==> config.mk <==
export PLATFORM = sky130hd
export DESIGN_NAME = cets_timing
export DESIGN_NICKNAME = d
export VERILOG_FILES = /design/src/cets_pkg.sv /design/src/cets_timing.sv
export VERILOG_INCLUDE_DIRS = /design/src
export SDC_FILE = /design/constraint.sdc
export NUM_CORES = 1
export LEC_CHECK = 0
export CAP_MARGIN = 20
export CORE_ASPECT_RATIO = 1.5
export CORE_UTILIZATION = 45
export CTS_CLUSTER_SIZE = 8
export DETAILED_ROUTE_END_ITERATION = 12
export DONT_BUFFER_PORTS = 1
export SLEW_MARGIN = 20
export SYNTH_ARGS = -nofsm -noshare
export SYNTH_HDL_FRONTEND = slang
export SYNTH_SLANG_ARGS = --single-unit
==> constraint.sdc <==
create_clock -name sys_clk_i -period 2.07 [get_ports sys_clk_i]
set_clock_uncertainty 0.1 [all_clocks]
set_input_delay 0.621 -clock sys_clk_i [delete_from_list [all_inputs] [get_ports sys_clk_i]]
set_output_delay 0.621 -clock sys_clk_i [all_outputs]
set_load 0.005 [all_outputs]
==> src/cets_consts.svh <==
// Constant definitions for the execution state timing block.
`ifndef CETS_CONSTS_SVH
`define CETS_CONSTS_SVH
`define CETS_FETCH_STATES_MEM 4'h2
`define CETS_BRANCH_STATES_MEM 4'h2
`define CETS_STACK_STATES_MEM 4'h2
`define CETS_DATA_STATES_MEM 4'h2
`define CETS_DATA_STATES_PERIPH_FAST 4'h2
`define CETS_DATA_STATES_PERIPH_SLOW 4'h3
`define CETS_INTERNAL_STATES 4'h1
`define CETS_CNT_ZERO 4'h0
`define CETS_CNT_ONE 4'h1
`define CETS_CNT_TWO 4'h2
`define CETS_CNT_THREE 4'h3
`define CETS_TOTAL_ZERO 8'h00
`define CETS_NUM_KINDS 6
`define CETS_KIND_FETCH 3'h0
`define CETS_KIND_BRANCH 3'h1
`define CETS_KIND_STACK 3'h2
`define CETS_KIND_BYTE 3'h3
`define CETS_KIND_WORD 3'h4
`define CETS_KIND_INTERNAL 3'h5
`endif

==> src/cets_pkg.sv <==
// Types shared by the execution state timing block.
package cets_pkg;
    typedef enum logic [4:0] {
        CETS_OP_ADD_REG = 5'h00,
        CETS_OP_ADD_IMM8 = 5'h01,
        CETS_OP_ADD_IMM16 = 5'h02,
        CETS_OP_ADD_IMM32 = 5'h03,
        CETS_OP_QUICK_ADD = 5'h04,
        CETS_OP_ADD_WITH_CARRY = 5'h05,
        CETS_OP_AND_BYTE = 5'h06,
        CETS_OP_AND_WORD_REG = 5'h07,
        CETS_OP_AND_IMM16 = 5'h08,
        CETS_OP_AND_IMM32 = 5'h09,
        CETS_OP_AND_LONG_REG = 5'h0A,
        CETS_OP_AND_COND_REG = 5'h0B,
        CETS_OP_BIT_AND_REG = 5'h0C,
        CETS_OP_BIT_AND_MEM = 5'h0D,
        CETS_OP_BRANCH_D8 = 5'h0E,
        CETS_OP_BRANCH_D16 = 5'h0F
    } cets_op_e;

    typedef enum logic [2:0] {
        CETS_IDLE = 3'h1,
        CETS_BUSY = 3'h2,
        CETS_DONE = 3'h4
    } cets_state_e;

    // Cycle counts of each kind for one instruction.
    typedef struct packed {
        logic [3:0] fetch;
        logic [3:0] branch_read;
        logic [3:0] stack;
        logic [3:0] byte_access;
        logic [3:0] word_access;
        logic [3:0] internal;
    } cets_cycles_s;

    // Access location of fetch and data access cycles.
    typedef struct packed {
        logic fetch_periph;
        logic data_periph;
        logic periph_slow;
    } cets_loc_s;
endpackage : cets_pkg

==> src/cets_timing.sv <==
// Execution state timing calculator for the CPU instruction groups.
`timescale 1ns/1ps
`include "cets_consts.svh"

// Operation
// RL1 - Total states are the sum of each cycle count times its state cost.
// RL2 - A fetch cycle from on-chip memory costs two states.
// RL3 - A data access to an on-chip peripheral costs two or three states.
// RL4 - An internal operation cycle costs one state wherever it occurs.
// RL5 - Register quick_add_op, byte quick_add_op, quick add, carry add, byte AND: one fetch.
// RL6 - Add or AND with 16-bit immediate uses two fetch cycles only.
// RL7 - Add or AND with 32-bit immediate uses three fetch cycles only.
// RL8 - Long register to long register AND uses two fetch cycles.
// RL9 - Bit AND: register one fetch; memory two fetches plus one byte access.
// RL10 - Branch with 8-bit displacement uses two fetches, taken or not.
// RL11 - Branch with 16-bit displacement uses two fetches and two internals.
// RL12 - A blank cycle count counts as zero cycles.
module cets_timing
    import cets_pkg::*;
(
    input wire logic sys_clk_i,
    input wire logic srst_i,
    input wire logic req_i,
    input wire cets_op_e op_i,
    input wire cets_loc_s loc_i,
    output logic ready_o,
    output logic done_o,
    output cets_cycles_s cycles_o,
    output logic [7:0] states_o
);

    // Evaluation state and the request captured when it is taken.
    cets_state_e state;
    cets_cycles_s table_cycles;
    cets_cycles_s cur_cycles;
    cets_loc_s cur_loc;
    logic [3:0] s_fetch;
    logic [3:0] s_data;
    logic [7:0] next_states;
    logic take;

    // Per-kind views of the captured counts and of their state costs.
    logic [3:0] kind_count [`CETS_NUM_KINDS];
    logic [3:0] kind_cost [`CETS_NUM_KINDS];
    logic [7:0] kind_states [`CETS_NUM_KINDS];

    // ------------------------------------------------------------
    // Cycle count table
    // ------------------------------------------------------------
    always_comb begin
        // Codes outside every group keep zero counts of every kind.
        table_cycles = '{default: `CETS_CNT_ZERO}; // see RL12
        case (op_i)
            CETS_OP_ADD_REG,
            CETS_OP_ADD_IMM8,
            CETS_OP_QUICK_ADD,
            CETS_OP_ADD_WITH_CARRY,
            CETS_OP_AND_BYTE,
            CETS_OP_AND_WORD_REG,
            CETS_OP_AND_COND_REG: begin
                table_cycles.fetch = `CETS_CNT_ONE; // see RL5
            end
            CETS_OP_ADD_IMM16,
            CETS_OP_AND_IMM16: begin
                table_cycles.fetch = `CETS_CNT_TWO; // see RL6
            end
            CETS_OP_ADD_IMM32,
            CETS_OP_AND_IMM32: begin
                table_cycles.fetch = `CETS_CNT_THREE; // see RL7
            end
            CETS_OP_AND_LONG_REG: begin
                table_cycles.fetch = `CETS_CNT_TWO; // see RL8
            end
            CETS_OP_BIT_AND_REG: begin
                table_cycles.fetch = `CETS_CNT_ONE; // see RL9
            end
            CETS_OP_BIT_AND_MEM: begin
                table_cycles.fetch = `CETS_CNT_TWO; // see RL9
                table_cycles.byte_access = `CETS_CNT_ONE; // see RL9
            end
            CETS_OP_BRANCH_D8: begin
                table_cycles.fetch = `CETS_CNT_TWO; // see RL10
            end
            CETS_OP_BRANCH_D16: begin
                table_cycles.fetch = `CETS_CNT_TWO; // see RL11
                table_cycles.internal = `CETS_CNT_TWO; // see RL11
            end
            default: begin
                table_cycles = '{default: `CETS_CNT_ZERO};
            end
        endcase
    end

    // ------------------------------------------------------------
    // Per-cycle state costs
    // ------------------------------------------------------------
    // Peripheral fetches are not modelled; such a fetch is charged the memory cost.
    // Byte and word accesses share one cost, picked by the captured location.
    always_comb begin
        s_fetch = `CETS_FETCH_STATES_MEM; // see RL2
        if (cur_loc.data_periph) begin
            s_data = cur_loc.periph_slow ? `CETS_DATA_STATES_PERIPH_SLOW
                                         : `CETS_DATA_STATES_PERIPH_FAST; // see RL3
        end else begin
            s_data = `CETS_DATA_STATES_MEM;
        end
    end

    // Branch address reads and stack operations always go to on-chip memory.
    always_comb begin
        kind_cost[`CETS_KIND_FETCH] = s_fetch; // see RL2
        kind_cost[`CETS_KIND_BRANCH] = `CETS_BRANCH_STATES_MEM;
        kind_cost[`CETS_KIND_STACK] = `CETS_STACK_STATES_MEM;
        kind_cost[`CETS_KIND_BYTE] = s_data; // see RL3
        kind_cost[`CETS_KIND_WORD] = s_data; // see RL3
        kind_cost[`CETS_KIND_INTERNAL] = `CETS_INTERNAL_STATES; // see RL4
    end

    // ------------------------------------------------------------
    // Per-kind cycle counts
    // ------------------------------------------------------------
    // The struct fields are laid out as an array, so one loop covers every kind.
    // The index of each kind follows the field order of the cycle count struct.
    always_comb begin
        kind_count[`CETS_KIND_FETCH] = cur_cycles.fetch;
        kind_count[`CETS_KIND_BRANCH] = cur_cycles.branch_read;
        kind_count[`CETS_KIND_STACK] = cur_cycles.stack;
        kind_count[`CETS_KIND_BYTE] = cur_cycles.byte_access;
        kind_count[`CETS_KIND_WORD] = cur_cycles.word_access;
        kind_count[`CETS_KIND_INTERNAL] = cur_cycles.internal;
    end

    // ------------------------------------------------------------
    // Execution state total
    // ------------------------------------------------------------
    // Both factors are widened to the total's width first, so that a product
    // never wraps inside four bits before it is added up.
    generate
        for (genvar g = 0; g < `CETS_NUM_KINDS; g++) begin : g_kind
            assign kind_states[g] = {4'h0, kind_count[g]} * {4'h0, kind_cost[g]}; // see RL1
        end
    endgenerate

    // Eight bits hold the largest total that any instruction group produces.
    // A kind with no cycles quick_add_op nothing to the total.
    always_comb begin
        next_states = `CETS_TOTAL_ZERO;
        for (int k = 0; k < `CETS_NUM_KINDS; k++) begin
            next_states = next_states + kind_states[k]; // see RL1 RL12
        end
    end

    // ------------------------------------------------------------
    // Control
    // ------------------------------------------------------------
    // Each evaluation passes busy and done before the block is idle again,
    // so a request can be taken at most every third edge.
    always_ff @(posedge sys_clk_i) begin
        if (srst_i) begin
            state <= CETS_IDLE;
        end else begin
            case (state)
                CETS_IDLE: begin
                    if (take) begin
                        state <= CETS_BUSY;
                    end
                end
                CETS_BUSY: begin
                    state <= CETS_DONE;
                end
                CETS_DONE: begin
                    state <= CETS_IDLE;
                end
                default: begin
                    state <= CETS_IDLE;
                end
            endcase
        end
    end

    // ------------------------------------------------------------
    // Request acceptance
    // ------------------------------------------------------------
    // A request is taken only while idle; one raised at any other time must be held until then.
    // Ready is combinational, so a waiting request is taken on the first idle edge.
    assign take = (state == CETS_IDLE) && req_i;
    assign ready_o = (state == CETS_IDLE);

    // ------------------------------------------------------------
    // Request capture
    // ------------------------------------------------------------
    // The counts and the access location are held for the whole evaluation,
    // so that the inputs may change as soon as the request is taken.
    always_ff @(posedge sys_clk_i) begin
        if (srst_i) begin
            cur_cycles <= '{default: `CETS_CNT_ZERO};
            cur_loc <= '0;
        end else if (take) begin
            cur_cycles <= table_cycles;
            cur_loc <= loc_i;
        end
    end

    // ------------------------------------------------------------
    // Results
    // ------------------------------------------------------------
    // The done pulse lasts one cycle and marks the cycle in which new results
    // first stand on the outputs.
    always_ff @(posedge sys_clk_i) begin
        if (srst_i) begin
            done_o <= 1'b0;
        end else begin
            done_o <= (state == CETS_BUSY);
        end
    end

    // Counts and total are loaded once per evaluation and then left alone.
    always_ff @(posedge sys_clk_i) begin
        if (srst_i) begin
            cycles_o <= '{default: `CETS_CNT_ZERO};
            states_o <= `CETS_TOTAL_ZERO;
        end else if (state == CETS_BUSY) begin
            cycles_o <= cur_cycles;
            states_o <= next_states;
        end
    end

endmodule : cets_timing

After elaboration in Yosys (flattened, before gate mapping)
Cells that the tools add are included.

Bits in registers: 38. Input port bits: 11. Output and inout port bits: 34. Word-level logic and storage cells: 44.

Add/subtract/negate cells: 2. Multipliers: 1. Equal/unequal tests: 18. Mux-type cells: 7. Reduce and logical (&&, ||, !) cells: 5.

Operators with widths (number): $eq A5 B4 Y1 const B (8); $eq A5 B3 Y1 const B (4); $eq A5 B2 Y1 const B (2); $add A5 B8 Y8 (1); $add A8 B4 Y8 (1); $mul A4 B4 Y8 (1); $reduce_or A8 Y1 (1); $pmux W2 S3 (1); $pmux W3 S2 (1); $reduce_or A6 Y1 (1); $eq A5 B1 Y1 const B (1); $logic_not A5 Y1 (1); $eq A3 B1 Y1 const B (1); $eq A3 B2 Y1 const B (1); $mux W1 (3); $mux W3 (1); $mux W2 (1); $ne A2 B1 Y1 const B (1); $reduce_or A2 Y1 (1); $logic_and A1 B1 Y1 (1).

Longest topological paths before layout
Depth after elaboration: 5. Depth in mapped cells: 6. Depth with buffers taken out: 6.

Worst setup path before layout
Ideal clock, no wire load.

Path type: input port to flip-flop. From: input req_i. To: register cur_cycles[1] (netlist bit). Library setup time: 70 ps. Arrival time: 1314 ps. Required time: 1900 ps. Setup slack: 586 ps. Cell stages on the path: 4. Path buffers: 1. Cell sequence: nand4bb_1 -> buf_2 -> or3_1 -> a21oi_1.

Cells in the longest elaborated chain, start to end: 1.

RTL lines: start: declaration (RTL line cets_timing.sv:23) `input wire logic req_i,`; $logic_and A1 B1 Y1 (RTL line cets_timing.sv:186) `assign take = (state == CETS_IDLE) && req_i;`; end signal: assignment (RTL line cets_timing.sv:199) `cur_cycles <= table_cycles;`; end: declaration (RTL line cets_timing.sv:35) `cets_cycles_s cur_cycles;`.

No other way between the ends. A chain may end at the register's enable or synchronous reset.

Final worst setup path
From: register state[0]. To: output ready_o.

Cells in the longest elaborated chain, start to end: 1.

RTL lines: start: declaration (RTL line cets_timing.sv:33) `cets_state_e state;`; start signal: assignment (RTL line cets_timing.sv:160) `state <= CETS_IDLE;`; start signal: assignment (RTL line cets_timing.sv:165) `state <= CETS_BUSY;`; start signal: assignment (RTL line cets_timing.sv:169) `state <= CETS_DONE;`; $eq A3 B1 Y1 (RTL line cets_timing.sv:187) `assign ready_o = (state == CETS_IDLE);`; end: declaration (RTL line cets_timing.sv:26) `output logic ready_o,`.

No other way between the ends.

==> impl_metrics.py <==
metrics = {
    "critical_path": {
        "critPathRequiredTime_ns": 1.35,
        "cp_cell_sequence": "nor3b_1",
        "cp_num_buf_inv": 0,
        "cp-startpoint": "state[0]",
        "crit_path_max_fanout": 5,
        "cp.arrival_ns": 0.94,
        "cpLargestDelayFamily": "flip-flops",
        "cpPeakStageDelay_ns": 0.40,
        "r2r_start": "state[2]",
        "worst_path_max_delay_cell": "dfxtp_1",
        "end_kind": "output pin",
        "setup.worst_path.class": "flip-flop to output pin",
        "start_kind": "flip-flop",
    },
    "timing": {
        "rsz0062_at_grt": "no",
        "maxSlewViolCount": 0,
        "maxSlewHeadroom_pct": 66.4,
        "tightest_slew_ns": 0.502,
        "finalCriticalPeriod_ns": 1.66,
        "period_share_pct": 80.1,
        "setup_tns_ns": 0,
        "finalHoldViolCount": 0,
        "setup_slack_ns": 0.413,
        "setup_viol": 0,
        "timing.fmax_ghz": 0.603,
    },
    "routing": {
        "drt_pass1_iterations": 3,
        "antenna_left": 0,
        "viasPerCell": 4.72,
        "drc_errors": 0,
        "routed_wl_mm": 1.50,
        "vias": 652,
        "drt_iter0_drc": 6,
        "wl_per_cell_um": 10.8,
    },
    "clock_tree": {
        "clk_latency_ns": 0.28,
        "clk_path_buf_depth": 2,
        "clockRootBuffer": "clkbuf_4",
        "postCtsSetupBuffers": 0,
        "cts_buffers": 3,
        "cts_hold_buf": 0,
        "clkTransAtPathRegs_ns": 0.10,
        "numClockSinks": 18,
        "cts_tree": "done",
        "htree_levels": 1,
        "cts_resized": 0,
    },
    "job": {
        "max-cap-violations": 0,
    },
    "cells_and_area": {
        "drive_above_1_share_pct": 5.17,
        "synthToLayoutAreaGrowth_pct": -4.04,
        "finish.utilization_pct": 46.3,
        "nets": 133,
        "final_area_sq_um": 951,
        "diodes": 0,
        "final.fill_count": 222,
    },
    "power_and_ir_drop": {
        "leakage_nw": 0.432,
        "p_per_area_mw_per_mm2": 662,
        "p_int_w": 0.000487,
        "swShare_pct": 22.7,
        "ir_drop_uv": 300,
        "total_power_w": 0.000629,
        "clockPowerShare_pct": 33.0,
        "combinationalPowerShare_pct": 8.9,
        "power_frac_seq_pct": 58.1,
        "p_sw_w": 0.000143,
    },
    "grt": {
        "antenna_found_initial": 0,
        "grt_pass1_vias": 579,
        "grt.total_usage_pct": 13.8,
        "grt_max_degree": 20,
        "grt_overflow": 0,
        "grt_pass1_wl_mm": 2.32,
    },
    "placed_design": {
        "dpl_worst_slack_ns": 0.536,
        "portBuffers": 0,
        "post_dp_cell_area_sq_um": 915,
        "globalplace.congestion": 0.725,
        "dp_hpwl_mm": 1.15,
    },
    "synth": {
        "synth_seq_cells": 18,
        "synthCells": 116,
        "synth_top_cells_by_count": "buf_4, nand2_1, dfxtp_1, a21oi_1",
        "synth_edf_count": 0,
        "synth_top_area_share_pct": 36.4,
        "synth_area_per_cell_sq_um": 8.54,
        "synth.most_common_cell": "buf_4",
        "yosysWarnings": 0,
        "ys_async_sr_fraction_pct": 0,
        "ys.flop_type": "dfxtp_1",
        "syn_area_sq_um": 991,
        "synth.area.top_cells": "dfxtp_1, buf_4, nand2_1",
        "synth_cell_types": 31,
        "yosysTopAreaCell": "dfxtp_1",
        "ys_seq_area_share_pct": 36.4,
    },
    "floorplan": {
        "die_area_sq_mm": 0.00240,
        "die_width_um": 40.3,
        "io_pins": 45,
        "start_util_pct": 48.3,
        "num_rows": 20,
        "fp.coreArea_sq_mm": 0.00205,
        "fp.dieH_um": 59.5,
    },
    "run_status": {
        "status": "finished, final reports clean",
    },
    "worst_hold_path": {
        "hold_path_class": "primary input to flip-flop",
        "holdCritStartpoint": "srst_i",
    },
}
[flip-flops by register name (all words and copies together), names as in the netlist]
| name | flops |
|---|---|
| cur_cycles | 4 |
| cur_loc | 2 |
| cycles_o | 4 |
| done_o | 1 |
| state | 3 |
| states_o | 4 |
[metrics by stage]
step	cells	hold slack, ns
5_1_grt	138	0.270
3_5_place_dp	134	0.346
3_3_place_gp	134	0.340
4_1_cts	138	0.282
2_1_floorplan	139	0.337
6_report	138	0.294
[cells by family after synthesis]
logic type	Yosys count	synth area share [%]
compound gates	17	10.6
xor+xnor	2	1.77
fa+ha+maj	5	6.31
buf+inv	32	21.5
flops	18	36.4
mux	3	3.03
other cells	1	0.378
simple gates	38	20.1
[power groups by stage]
stage,sequential (W),clock (W),combinational [W]
final,0.000365,0.000208,0.0000562
after global routing,0.000367,0.000230,0.0000672
after CTS,0.000366,0.000218,0.0000559
after detailed placement,0.000374,0,0.0000554
after global placement,0.000373,0,0.0000553
after floorplan,0.000371,0,0.0000855
[routing by layer]
metal	vias up	GRT usage, %	part of all wire [%]
li1	338	-	-
met1	295	15.5	42
met2	17	23.7	53
met3	2	3.38	3.8
met4	0	5.71	1.3
met5	-	0	0
[cells in the final DEF (no fill, tap or decap)]
master and instances:
a211oi_1 1, a21o_1 2, a21oi_1 10, a311oi_1 1
and4bb_1 1, buf_4 1, clkbuf_4 3, clkbuf_8 1
conb_1 24, dfxtp_1 18, ha_1 5, inv_1 4
mux2i_1 3, nand2_1 19, nand2b_1 1, nand3_1 1
nand3b_1 1, nand4b_1 1, nand4bb_1 1, nor2_1 5
nor2b_1 1, nor3_1 2, nor3b_1 1, nor3b_2 1
o211a_1 1, o21ai_0 1, o41ai_1 1, or3_1 2
or3b_1 1, xnor2_1 2
[final cells by class]
type | instances | area (sq um) | share of cell area, %
multi-input combinational | 89 | 504 | 53.0
sequential | 18 | 360 | 37.9
clock buffer | 4 | 36.3 | 3.82
tap | 22 | 27.5 | 2.89
inverter | 4 | 15.0 | 1.58
timing repair buffer | 1 | 7.51 | 0.789
[worst paths after layout]
check	slack (ns)	endpoint	cells past startpoint
max	0.41	ready_o	1
min	0.29	cycles_o[20]	1
max reg2reg	0.64	states_o[3]	3
min reg2reg	0.36	cur_loc[1]	2
Note: power is estimated with default switching activity, not from simulation.
